$ cat src/hw/umsfc_pkg.sv
// Package for the modem status and FIFO control block.
// Assumes a plain register port with one-cycle strobes.
package umsfc_pkg;

  // Register offsets (byte addresses on the plain port)
  localparam logic [3:0] ADDR_HANDSHAKE_CTRL = 4'h4;
  localparam logic [3:0] ADDR_HANDSHAKE_STAT = 4'h6;
  localparam logic [3:0] ADDR_FIFO_CTRL      = 4'h2;
  localparam logic [3:0] ADDR_INT_IDENT      = 4'h2;
  localparam logic [3:0] ADDR_INT_CTRL       = 4'h1;
  localparam logic [3:0] ADDR_LEVEL_MODE     = 4'h8;

  // Handshake control fields
  localparam int HCR_DTR      = 0;
  localparam int HCR_RTS      = 1;
  localparam int HCR_LOOP_RI  = 2;
  localparam int HCR_IRQ_EN   = 3;
  localparam int HCR_LOOPBACK = 4;

  // FIFO control fields
  localparam int FCR_ENABLE   = 0;
  localparam int FCR_RX_RST   = 1;
  localparam int FCR_TX_RST   = 2;
  localparam int FCR_DMA_SEL  = 3;
  localparam int FCR_TRIG_LSB = 6;

  // Interrupt control field
  localparam int ICR_MODEM_EN = 3;

  // Reset values
  localparam logic [7:0] HCR_RESET  = 8'h00;
  localparam logic [7:0] FCR_RESET  = 8'h00;
  localparam logic [7:0] ICR_RESET  = 8'h00;
  localparam logic [1:0] MODE_RESET = 2'h0;

  // Interrupt identity codes
  localparam logic [3:0] IID_NONE   = 4'h1;
  localparam logic [3:0] IID_MODEM  = 4'h0;
  localparam logic [1:0] FIFO_ON_ID = 2'h3;

  // Unmapped reads return zero
  localparam logic [7:0] READ_ZERO = 8'h00;

  // Modem inputs as seen after loopback muxing (active high)
  typedef struct packed {
    logic dcd;
    logic ri;
    logic dsr;
    logic cts;
  } umsfc_modem_s;

  // Register port request
  typedef struct packed {
    logic [3:0] addr;
    logic [7:0] wdata;
    logic       wr;
    logic       rd;
  } umsfc_req_s;

endpackage

$ cat src/hw/umsfc_top.sv
// Modem handshake status and FIFO control for one serial port.
// Assumes synchronous modem inputs and a plain register port.
//
// Overview of operation
// - Bit 7 is inverted carrier, loopback ctrl bit 3
// - Bit 6 is inverted ring, loopback ctrl bit 2
// - Bit 5 is inverted set-ready, loopback bit 0
// - Bit 4 is inverted clear-to-send, loopback bit 1
// - Carrier change sets flag bit 3
// - Ring pin low-to-high sets flag bit 2
// - Set-ready change sets flag bit 1
// - Clear-to-send change sets flag bit 0
// - FIFO control register cannot be read back
// - Control bit 0 enables FIFO mode
// - Bit 3 with enable selects DMA mode 1
// - Bit 2 rising resets transmit FIFO counters
// - Bit 1 rising resets receive FIFO counters
// - Bits 7:6 pick receive trigger level
// - Mode 00 gives 1, 4, 8, 14
// - Other modes give upper level tables
// - Control bit 4 selects internal loopback
// - Change flags raise modem interrupt if enabled
// - Identity bits 7:6 show FIFO enable
//
// The address-and-strobe port and the address map were chosen for this implementation.
`timescale 1ns/1ps
module umsfc_top
  import umsfc_pkg::*;
(
  input  wire logic       I_CLK_SYS,
  input  wire logic       I_RST,
  input  wire logic [3:0] I_ADDR,
  input  wire logic [7:0] I_WDATA,
  input  wire logic       I_WR,
  input  wire logic       I_RD,
  input  wire logic       I_DCD_N,
  input  wire logic       I_RI_N,
  input  wire logic       I_DSR_N,
  input  wire logic       I_CTS_N,
  output logic      [7:0] O_RDATA,
  output logic            O_DTR_N,
  output logic            O_RTS_N,
  output logic            O_FIFO_EN,
  output logic            O_DMA_MODE1,
  output logic            O_TX_FIFO_RST,
  output logic            O_RX_FIFO_RST,
  output logic      [6:0] O_RX_TRIG_LEVEL,
  output logic            O_MODEM_IRQ
);
  import umsfc_pkg::*;

  umsfc_req_s   req;
  umsfc_modem_s live;
  umsfc_modem_s prev_ff;
  umsfc_modem_s nxt_prev;
  logic         prev_vld_ff;
  logic [7:0]   hcr_ff;
  logic [7:0]   nxt_hcr;
  logic [7:0]   fcr_ff;
  logic [7:0]   nxt_fcr;
  logic [7:0]   icr_ff;
  logic [7:0]   nxt_icr;
  logic [1:0]   mode_ff;
  logic [1:0]   nxt_mode;
  logic [3:0]   delta_ff;
  logic [3:0]   nxt_delta;
  logic [3:0]   events;
  logic [7:0]   rdata_ff;
  logic [7:0]   nxt_rdata;
  logic         tx_rst_ff;
  logic         nxt_tx_rst;
  logic         rx_rst_ff;
  logic         nxt_rx_rst;
  logic         irq_ff;
  logic         nxt_irq;
  logic         wr_fcr;
  logic         rd_hsr;

  assign req = '{addr: I_ADDR, wdata: I_WDATA, wr: I_WR, rd: I_RD};
  assign wr_fcr = req.wr && (req.addr == ADDR_FIFO_CTRL);
  assign rd_hsr = req.rd && (req.addr == ADDR_HANDSHAKE_STAT);

  // Modem levels: pins inverted, or control bits in loopback
  always_comb
  begin
    if (hcr_ff[HCR_LOOPBACK])
    begin
      live.dcd = hcr_ff[HCR_IRQ_EN];
      live.ri  = hcr_ff[HCR_LOOP_RI];
      live.dsr = hcr_ff[HCR_DTR];
      live.cts = hcr_ff[HCR_RTS];
    end
    else
    begin
      live.dcd = ~I_DCD_N;
      live.ri  = ~I_RI_N;
      live.dsr = ~I_DSR_N;
      live.cts = ~I_CTS_N;
    end
  end

  // Change detection; ring flags when the pin goes low to high,
  // i.e. when the active-high ring level falls
  always_comb
  begin
    events[3] = prev_vld_ff && (live.dcd != prev_ff.dcd);
    events[2] = prev_vld_ff && prev_ff.ri && !live.ri;
    events[1] = prev_vld_ff && (live.dsr != prev_ff.dsr);
    events[0] = prev_vld_ff && (live.cts != prev_ff.cts);
    nxt_prev = live;
    // Read clears, but a same-cycle event survives
    nxt_delta = (rd_hsr ? 4'h0 : delta_ff) | events;
  end

  // Control register writes
  always_comb
  begin
    nxt_hcr  = hcr_ff;
    nxt_fcr  = fcr_ff;
    nxt_icr  = icr_ff;
    nxt_mode = mode_ff;
    if (req.wr)
    begin
      case (req.addr)
        ADDR_HANDSHAKE_CTRL: nxt_hcr = {3'h0, req.wdata[4:0]};
        ADDR_FIFO_CTRL:      nxt_fcr = {req.wdata[7:6], 2'h0,
                                        req.wdata[3:0]};
        ADDR_INT_CTRL:       nxt_icr = {4'h0, req.wdata[3:0]};
        ADDR_LEVEL_MODE:     nxt_mode = req.wdata[7:6];
        default:             nxt_hcr = hcr_ff;
      endcase
    end
    // One-cycle counter reset pulses on a rising control bit
    nxt_tx_rst = wr_fcr && req.wdata[FCR_TX_RST]
                 && !fcr_ff[FCR_TX_RST];
    nxt_rx_rst = wr_fcr && req.wdata[FCR_RX_RST]
                 && !fcr_ff[FCR_RX_RST];
    nxt_irq = icr_ff[ICR_MODEM_EN] && (delta_ff != 4'h0);
  end

  // Read data, one cycle after the strobe
  always_comb
  begin
    nxt_rdata = READ_ZERO;
    if (req.rd)
    begin
      case (req.addr)
        ADDR_HANDSHAKE_STAT:
          nxt_rdata = {live.dcd, live.ri, live.dsr, live.cts, delta_ff};
        ADDR_HANDSHAKE_CTRL: nxt_rdata = hcr_ff;
        ADDR_INT_CTRL:       nxt_rdata = icr_ff;
        ADDR_LEVEL_MODE:     nxt_rdata = {mode_ff, 6'h00};
        // Shares the FIFO control offset; control value never returned
        ADDR_INT_IDENT:
          nxt_rdata = {(fcr_ff[FCR_ENABLE] ? FIFO_ON_ID : 2'h0),
                       2'h0,
                       (icr_ff[ICR_MODEM_EN] && delta_ff != 4'h0)
                         ? IID_MODEM : IID_NONE};
        default:             nxt_rdata = READ_ZERO;
      endcase
    end
  end

  // State registers
  always_ff @(posedge I_CLK_SYS)
  begin
    if (I_RST)
    begin
      hcr_ff      <= HCR_RESET;
      fcr_ff      <= FCR_RESET;
      icr_ff      <= ICR_RESET;
      mode_ff     <= MODE_RESET;
      delta_ff    <= 4'h0;
      prev_ff     <= '0;
      prev_vld_ff <= 1'b0;
      rdata_ff    <= READ_ZERO;
      tx_rst_ff   <= 1'b0;
      rx_rst_ff   <= 1'b0;
      irq_ff      <= 1'b0;
    end
    else
    begin
      hcr_ff      <= nxt_hcr;
      fcr_ff      <= nxt_fcr;
      icr_ff      <= nxt_icr;
      mode_ff     <= nxt_mode;
      delta_ff    <= nxt_delta;
      prev_ff     <= nxt_prev;
      prev_vld_ff <= 1'b1;
      rdata_ff    <= nxt_rdata;
      tx_rst_ff   <= nxt_tx_rst;
      rx_rst_ff   <= nxt_rx_rst;
      irq_ff      <= nxt_irq;
    end
  end

  // Trigger level from code and level mode
  umsfc_trig_lut u_trig
  (
    .i_clk   (I_CLK_SYS),
    .i_rst   (I_RST),
    .i_mode  (mode_ff),
    .i_code  (fcr_ff[FCR_TRIG_LSB +: 2]),
    .o_level (O_RX_TRIG_LEVEL)
  );

  // Outputs from flip-flops; the DTR, RTS and DMA outputs pass through one gate
  assign O_RDATA       = rdata_ff;
  assign O_DTR_N       = ~hcr_ff[HCR_DTR] | hcr_ff[HCR_LOOPBACK];
  assign O_RTS_N       = ~hcr_ff[HCR_RTS] | hcr_ff[HCR_LOOPBACK];
  assign O_FIFO_EN     = fcr_ff[FCR_ENABLE];
  assign O_DMA_MODE1   = fcr_ff[FCR_DMA_SEL] & fcr_ff[FCR_ENABLE];
  assign O_TX_FIFO_RST = tx_rst_ff;
  assign O_RX_FIFO_RST = rx_rst_ff;
  assign O_MODEM_IRQ   = irq_ff;

endmodule

$ cat src/hw/umsfc_trig_lut.sv
// Receive trigger level lookup, registered output.
// Assumes codes come from control registers on the same clock.
`timescale 1ns/1ps
module umsfc_trig_lut
(
  input  wire logic       i_clk,
  input  wire logic       i_rst,
  input  wire logic [1:0] i_mode,
  input  wire logic [1:0] i_code,
  output logic      [6:0] o_level
);

  logic [6:0] nxt_level;
  logic [6:0] level_ff;

  // Table of byte counts by mode and code
  always_comb
  begin
    case ({i_mode, i_code})
      4'h0: nxt_level = 7'h01;
      4'h1: nxt_level = 7'h04;
      4'h2: nxt_level = 7'h08;
      4'h3: nxt_level = 7'h0E;
      4'h4: nxt_level = 7'h10;
      4'h5: nxt_level = 7'h20;
      4'h6: nxt_level = 7'h30;
      4'h7: nxt_level = 7'h40;
      4'h8: nxt_level = 7'h50;
      4'h9: nxt_level = 7'h58;
      4'hA: nxt_level = 7'h60;
      4'hB: nxt_level = 7'h68;
      4'hC: nxt_level = 7'h70;
      4'hD: nxt_level = 7'h74;
      4'hE: nxt_level = 7'h78;
      default: nxt_level = 7'h7C;
    endcase
  end

  // Register the level
  always_ff @(posedge i_clk)
  begin
    if (i_rst)
      level_ff <= 7'h01;
    else
      level_ff <= nxt_level;
  end

  assign o_level = level_ff;

endmodule

$ cat config.mk
export PLATFORM = sky130hd
export DESIGN_NAME = umsfc_top
export DESIGN_NICKNAME = d
export VERILOG_FILES = /design/src/hw/umsfc_pkg.sv /design/src/hw/umsfc_top.sv /design/src/hw/umsfc_trig_lut.sv
export SDC_FILE = /design/constraint.sdc
export NUM_CORES = 1
export LEC_CHECK = 0
export BUFFER_PORTS_ARGS = -buffer_cell sky130_fd_sc_hd__buf_2
export CAP_MARGIN = 10
export CORE_UTILIZATION = 50
export DETAILED_ROUTE_END_ITERATION = 8
export GPL_TIMING_DRIVEN = 0
export MAX_ROUTING_LAYER = met4
export PLACE_DENSITY = 0.83
export SETUP_SLACK_MARGIN = 0.4
export SLEW_MARGIN = 20
export SYNTH_ARGS = -nofsm -noshare
export SYNTH_HDL_FRONTEND = slang
export SYNTH_SLANG_ARGS = --single-unit
$ cat constraint.sdc
create_clock -name I_CLK_SYS -period 1.25 [get_ports I_CLK_SYS]
set_input_delay 0.25 -clock I_CLK_SYS [delete_from_list [all_inputs] [get_ports I_CLK_SYS]]
set_output_delay 0.25 -clock I_CLK_SYS [all_outputs]
set_load 0.02 [all_outputs]
# Yosys cells after proc, flatten, opt, wreduce, memory -nomap -nowiden
# Memory sizes are Yosys's and may differ from the RTL's. A register that Yosys moved wholly into a read port is not among the register bits.
# Index checks and enable logic that the tools add are counted.
[classes]
eq_ne = 8
muxes = 6
bitwise = 11
n_reduce_logical = 21
[ops]
columns = ["operator", "n"]
rows = [
  ["8-bit case mux with 5 select lines", 1],
  ["1-bit logical AND", 12],
  ["4-bit by 3-bit == test with 1-bit output (second input constant)", 2],
  ["4-bit two-way mux", 2],
  ["2-bit AND reduction", 4],
  ["1-bit inverter", 7],
  ["4-bit by 1-bit == test with 1-bit output (second input constant)", 1],
  ["4-bit by 2-bit == test with 1-bit output (second input constant)", 1],
  ["4-bit == test (second input constant)", 1],
  ["4-bit bitwise OR", 1],
  ["4-bit nonzero test", 1],
  ["1-bit zero test", 3],
  ["1-bit inequality test", 3],
  ["1-bit two-way mux", 2],
  ["2-bit two-way mux", 1],
  ["1-bit bitwise OR", 2],
  ["2-bit OR reduction", 1],
  ["1-bit AND", 1],
]
[totals]
register_bits = 37
mem_bits_ro = 112
inputBits = 20
output_inout_bits = 22
mem_count = 1
[memory_table]
columns = ["memory", "depth", "word_bits", "rd", "rd_clocked_by_memory_dff", "wr", "line", "text"]
rows = [
  ["(name not given)", 16, 7, 1, 1, 0, "umsfc_trig_lut.sv:19", "case ({i_mode, i_code})"],
]

# Longest topological paths before layout
[logic_depth]
word_depth = 5
mapped_depth = 6
depth_no_buf = 4

# Hierarchy
# Synthesis repeated with hierarchy kept, for this count alone.
[hier_totals]
hier_cells = 187
hier_area_um2 = 1824.2
[modules_own_cells]
columns = ["mod", "n_inst", "cells_each", "area_each_um2"]
rows = [
  ["umsfc_top", 1, 158, 1555.2],
  ["umsfc_trig_lut", 1, 29, 269.0],
]

# Worst setup path before layout
# OpenSTA, ideal clock, no wires.
[synth_timing]
path_kind = "input-to-reg"
start = "in I_ADDR[2]"
end = "reg fcr_ff[0]"
setup_time_ns = 0.128
t_arrival_ns = 1.041
required_ns = 1.122
setup_slack_ns = 0.081
cell_stages = 6
path_cell_list = "buf_2 nor3b_2 nand3b_1 buf_2 mux2i_1 nor2_1"
[synth_via]
elab_chain_cells = 2
[synth_lines]
columns = ["item", "line", "text"]
rows = [
  ["start, declared", "umsfc_top.sv:32", "input wire logic [3:0] I_ADDR,"],
  ["4-bit by 2-bit == test with 1-bit output", "umsfc_top.sv:124", "case (req.addr)"],
  ["2-bit AND reduction (no line)", "-", ""],
  ["end signal, assigned", "umsfc_top.sv:184", "fcr_ff <= nxt_fcr;"],
  ["end, declared", "umsfc_top.sv:59", "logic [7:0] fcr_ff;"],
]
# Every way passes these cells.
# A chain may end at the register's enable or synchronous reset.

# Worst setup path after layout
[layout_timing]
start = "reg hcr_ff[4]"
end = "reg delta_ff[3]"
[layout_via]
elab_chain_cells = 4
[layout_lines]
columns = ["item", "line", "text"]
rows = [
  ["start, declared", "umsfc_top.sv:57", "logic [7:0] hcr_ff;"],
  ["start signal, assigned", "umsfc_top.sv:183", "hcr_ff <= nxt_hcr;"],
  ["4-bit two-way mux", "umsfc_top.sv:86", "if (hcr_ff[HCR_LOOPBACK])"],
  ["1-bit inequality test", "umsfc_top.sv:106", "events[3] = prev_vld_ff && (live.dcd != prev_ff.dcd);"],
  ["1-bit logical AND", "umsfc_top.sv:106", ""],
  ["4-bit bitwise OR", "umsfc_top.sv:112", "nxt_delta = (rd_hsr ? 4'h0 : delta_ff) | events;"],
  ["end signal, assigned", "umsfc_top.sv:187", "delta_ff <= nxt_delta;"],
  ["end, declared", "umsfc_top.sv:65", "logic [3:0] delta_ff;"],
]
# Every way passes these cells.

==> impl_metrics.py <==
metrics = {
    "grt": {
        "antenna_found_initial": 0,
        "grt_pass1_wl_um": 7260,
        "overflow": 0,
        "grt_pass1_vias": 1531,
        "grt_start_max_net_pins": 13,
        "grt_util_all_layers_pct": 25.0,
    },
    "floorplan": {
        "coreArea_mm2": 0.00342,
        "fp.dieH_um": 62.4,
        "start_util_pct": 53.4,
        "die_area_mm2": 0.00389,
        "pin_count": 42,
        "die_w_um": 62.4,
        "num_rows": 21,
    },
    "run_status": {
        "status": "finished with violations",
        "violations": "setup timing",
    },
    "synth": {
        "syn_nets": 211,
        "avgSynthCellArea_um2": 9.65,
        "synth_area_mm2": 0.00182,
        "synth_cell_types": 38,
        "synth-main-ff-cell": "dfxtp_1",
        "synth_area_leader_cell": "dfxtp_1",
        "ys_seq_area_share_pct": 48.3,
        "synth_top_area_share_pct": 48.3,
        "synth_edf_count": 0,
        "ys_top_cells_by_area": "dfxtp_1, mux2i_1, nor2_1",
        "yosys_warnings": 0,
        "yosys-top-cells-count": "dfxtp_1, nor2_1, mux2i_1",
        "synth_most_common_cell": "dfxtp_1",
        "syn_inst": 189,
        "synthArstFlopShare_pct": 0,
        "ys_ff_latch": 44,
    },
    "route": {
        "first_iter_violations": 66,
        "drt-pass1-iter-count": 4,
        "drt_wl_total_um": 5660,
        "routedWlPerCell_um": 18.9,
        "routed_via_density": 5.68,
        "vias": 1703,
        "ant_nets": 0,
        "drc": 0,
    },
    "final_layout": {
        "drive_gt1_share_pct": 56.7,
        "diodes": 0,
        "nNetsFinal": 275,
        "utilization_pct": 84.0,
        "syn_to_final_growth_pct": 57.2,
        "final_cell_count_no_fill": 300,
    },
    "place": {
        "hpwl_um": 2670,
        "io_buffers": 37,
        "placed_cells": 272,
        "place.gp.congestion": 0.783,
    },
    "worst_setup_path": {
        "crit_type": "flop to flop",
        "max_stage_delay_ns": 0.36,
        "end_kind": "flop",
        "cp.required_ns": 1.52,
        "arrival_ns": 1.62,
        "critPathMaxFanout": 5,
        "path_cells": "buf_8 > buf_4 > mux2i_4 > xnor2_1 > o21ai_0",
        "worstSetupStartpointType": "flop",
        "cp_slowest_cell": "dfxtp_2",
    },
    "cts": {
        "tritoncts": "built",
        "clkTransAtPathRegs_ns": 0.13,
        "cts_buffers": 5,
        "cts_max_level": 2,
        "clockBufferDepth": 2,
        "cts_root_buffer": "clkbuf_4",
        "hold_buffers": 0,
        "cts_sinks": 44,
        "clock_latency_ns": 0.36,
    },
    "pwr": {
        "ir_worst_vdd_v": 0.000890,
        "power.density_mw_per_mm2": 874,
        "fin_total_pwr_w": 0.00251,
        "leakage_nw": 1.22,
    },
    "sta": {
        "fin_crit_ns": 1.35,
        "fin_worst_skew_ns": 0.0100,
        "hold_viol": 0,
        "min_period_over_period_pct": 108,
        "max_freq_mhz": 742,
        "rsz0062_at_grt": "yes",
        "fin_ws_ns": -0.0974,
        "tns_ns": -0.488,
        "finalSetupViolCount": 6,
        "maxSlewViolCount": 0,
        "maxSlewHeadroom_pct": 52.4,
        "worstMarginPinSlew_ns": 0.714,
    },
    "job": {
        "drv_cap": 0,
    },
    "worst_hold_path": {
        "hp-class": "input pin to flop",
    },
}
## kinds of logic after synthesis
logic type / Yosys count / share of synthesized area [%]
AND/OR/NAND/NOR: 70 / 20.9
flip-flops: 44 / 48.3
AO/OA/AOI/OAI: 28 / 10.6
multiplexers: 21 / 11.5
buffers and inverters: 19 / 5.01
XOR/XNOR: 5 / 2.40
adder cells (fa/ha/maj): 2 / 1.37
## routing by layer
layer,wire (µm),GRT usage (%),vias to the layer above
met5,0,-,-
met1,2180,28.3,835
li1,-,-,782
met3,258,5.29,24
met4,260,11.0,0
met2,2960,42.4,62
## power by group
group | leakage [nW] | total [W] | switching (W) | internal, W
Combinational | 0.812 | 0.000317 | 0.000162 | 0.000155
Clock | 0.0326 | 0.000733 | 0.000455 | 0.000278
Sequential | 0.373 | 0.00146 | 0.0000318 | 0.00142
Total | 1.22 | 0.00251 | 0.000648 | 0.00186
## worst max-delay path, delay by kind of cell, from the launching register on
family,cells,cell delay (ns)
AOI/OAI and AO/OA,1,0.23
xor gates and xnor gates,1,0.10
buffers and inverters,2,0.28
DFF,1,0.36
muxes,1,0.28
## through the flow
stage	setup slack (ns)	hold slack, ns	instance area, µm²
detailed placement	-0.0903	0.432	2180
floorplan	0.132	0.394	1940
global route	-0.129	0.0886	2870
finish	-0.0974	0.0841	2870
CTS	-0.0654	0.0809	2580
global placement	-0.0738	0.428	2180
## cell type report
type                    instances  area (µm²)
well taps                      46        57.6
repair buffers                 57         548
fillers                       171         548
inverters                       7        31.3
flip-flops and latches         44         931
plain buffers                  12         149
clock buffers                   8        58.8
multi-input cells             126        1090
## what timing repair did
action                                  4_1_cts  5_1_grt
buffers inserted                              7       11
pin swaps                                    15       20
gates cloned                                  1        1
endpoints found under the setup margin       45       62
gates resized for setup                     100       42
## cells in the final DEF, fill, tap and decap left out, types with 3 or more instances in the layout
| cell type | n |
|---|---|
| buf_6 | 36 |
| dfxtp_4 | 5 |
| a22o_1 | 4 |
| nand2b_4 | 3 |
| nand3_1 | 3 |
| a21oi_1 | 3 |
| nor2_4 | 3 |
| nor3_2 | 3 |
| dfxtp_1 | 14 |
| buf_2 | 13 |
| dfxtp_2 | 25 |
| buf_4 | 8 |
| o21ai_2 | 3 |
| clkbuf_1 | 4 |
| buf_8 | 6 |
| mux2i_4 | 4 |
| nand2_2 | 3 |
| mux2i_1 | 17 |
| inv_1 | 4 |
| nor2_1 | 28 |
| clkbuf_4 | 5 |
| nand2_1 | 6 |
## flip-flops by register name, summed over array words and instances (netlist names)
signal / cells
icr_ff: 4
prev_vld_ff: 1
O_RDATA: 8
fcr_ff: 6
O_TX_FIFO_RST: 1
hcr_ff: 5
delta_ff: 4
O_RX_FIFO_RST: 1
prev_ff: 4
mode_ff: 2
O_MODEM_IRQ: 1
u_trig.o_level: 7
## path summary, 6_finish.rpt
| path | depth (start not counted) | startpoint | endpoint | slack (ns) |
|---|---|---|---|---|
| setup / recovery | 5 | hcr_ff[4] | delta_ff[3] | -0.1 |
| hold / removal | 2 | I_ADDR[3] | O_RDATA[4] | 0.08 |
| setup reg to reg | 5 | hcr_ff[4] | delta_ff[3] | -0.1 |
| hold reg to reg | 1 | fcr_ff[2] | O_TX_FIFO_RST | 0.45 |
Note: power is estimated with default switching activity, not from simulation.
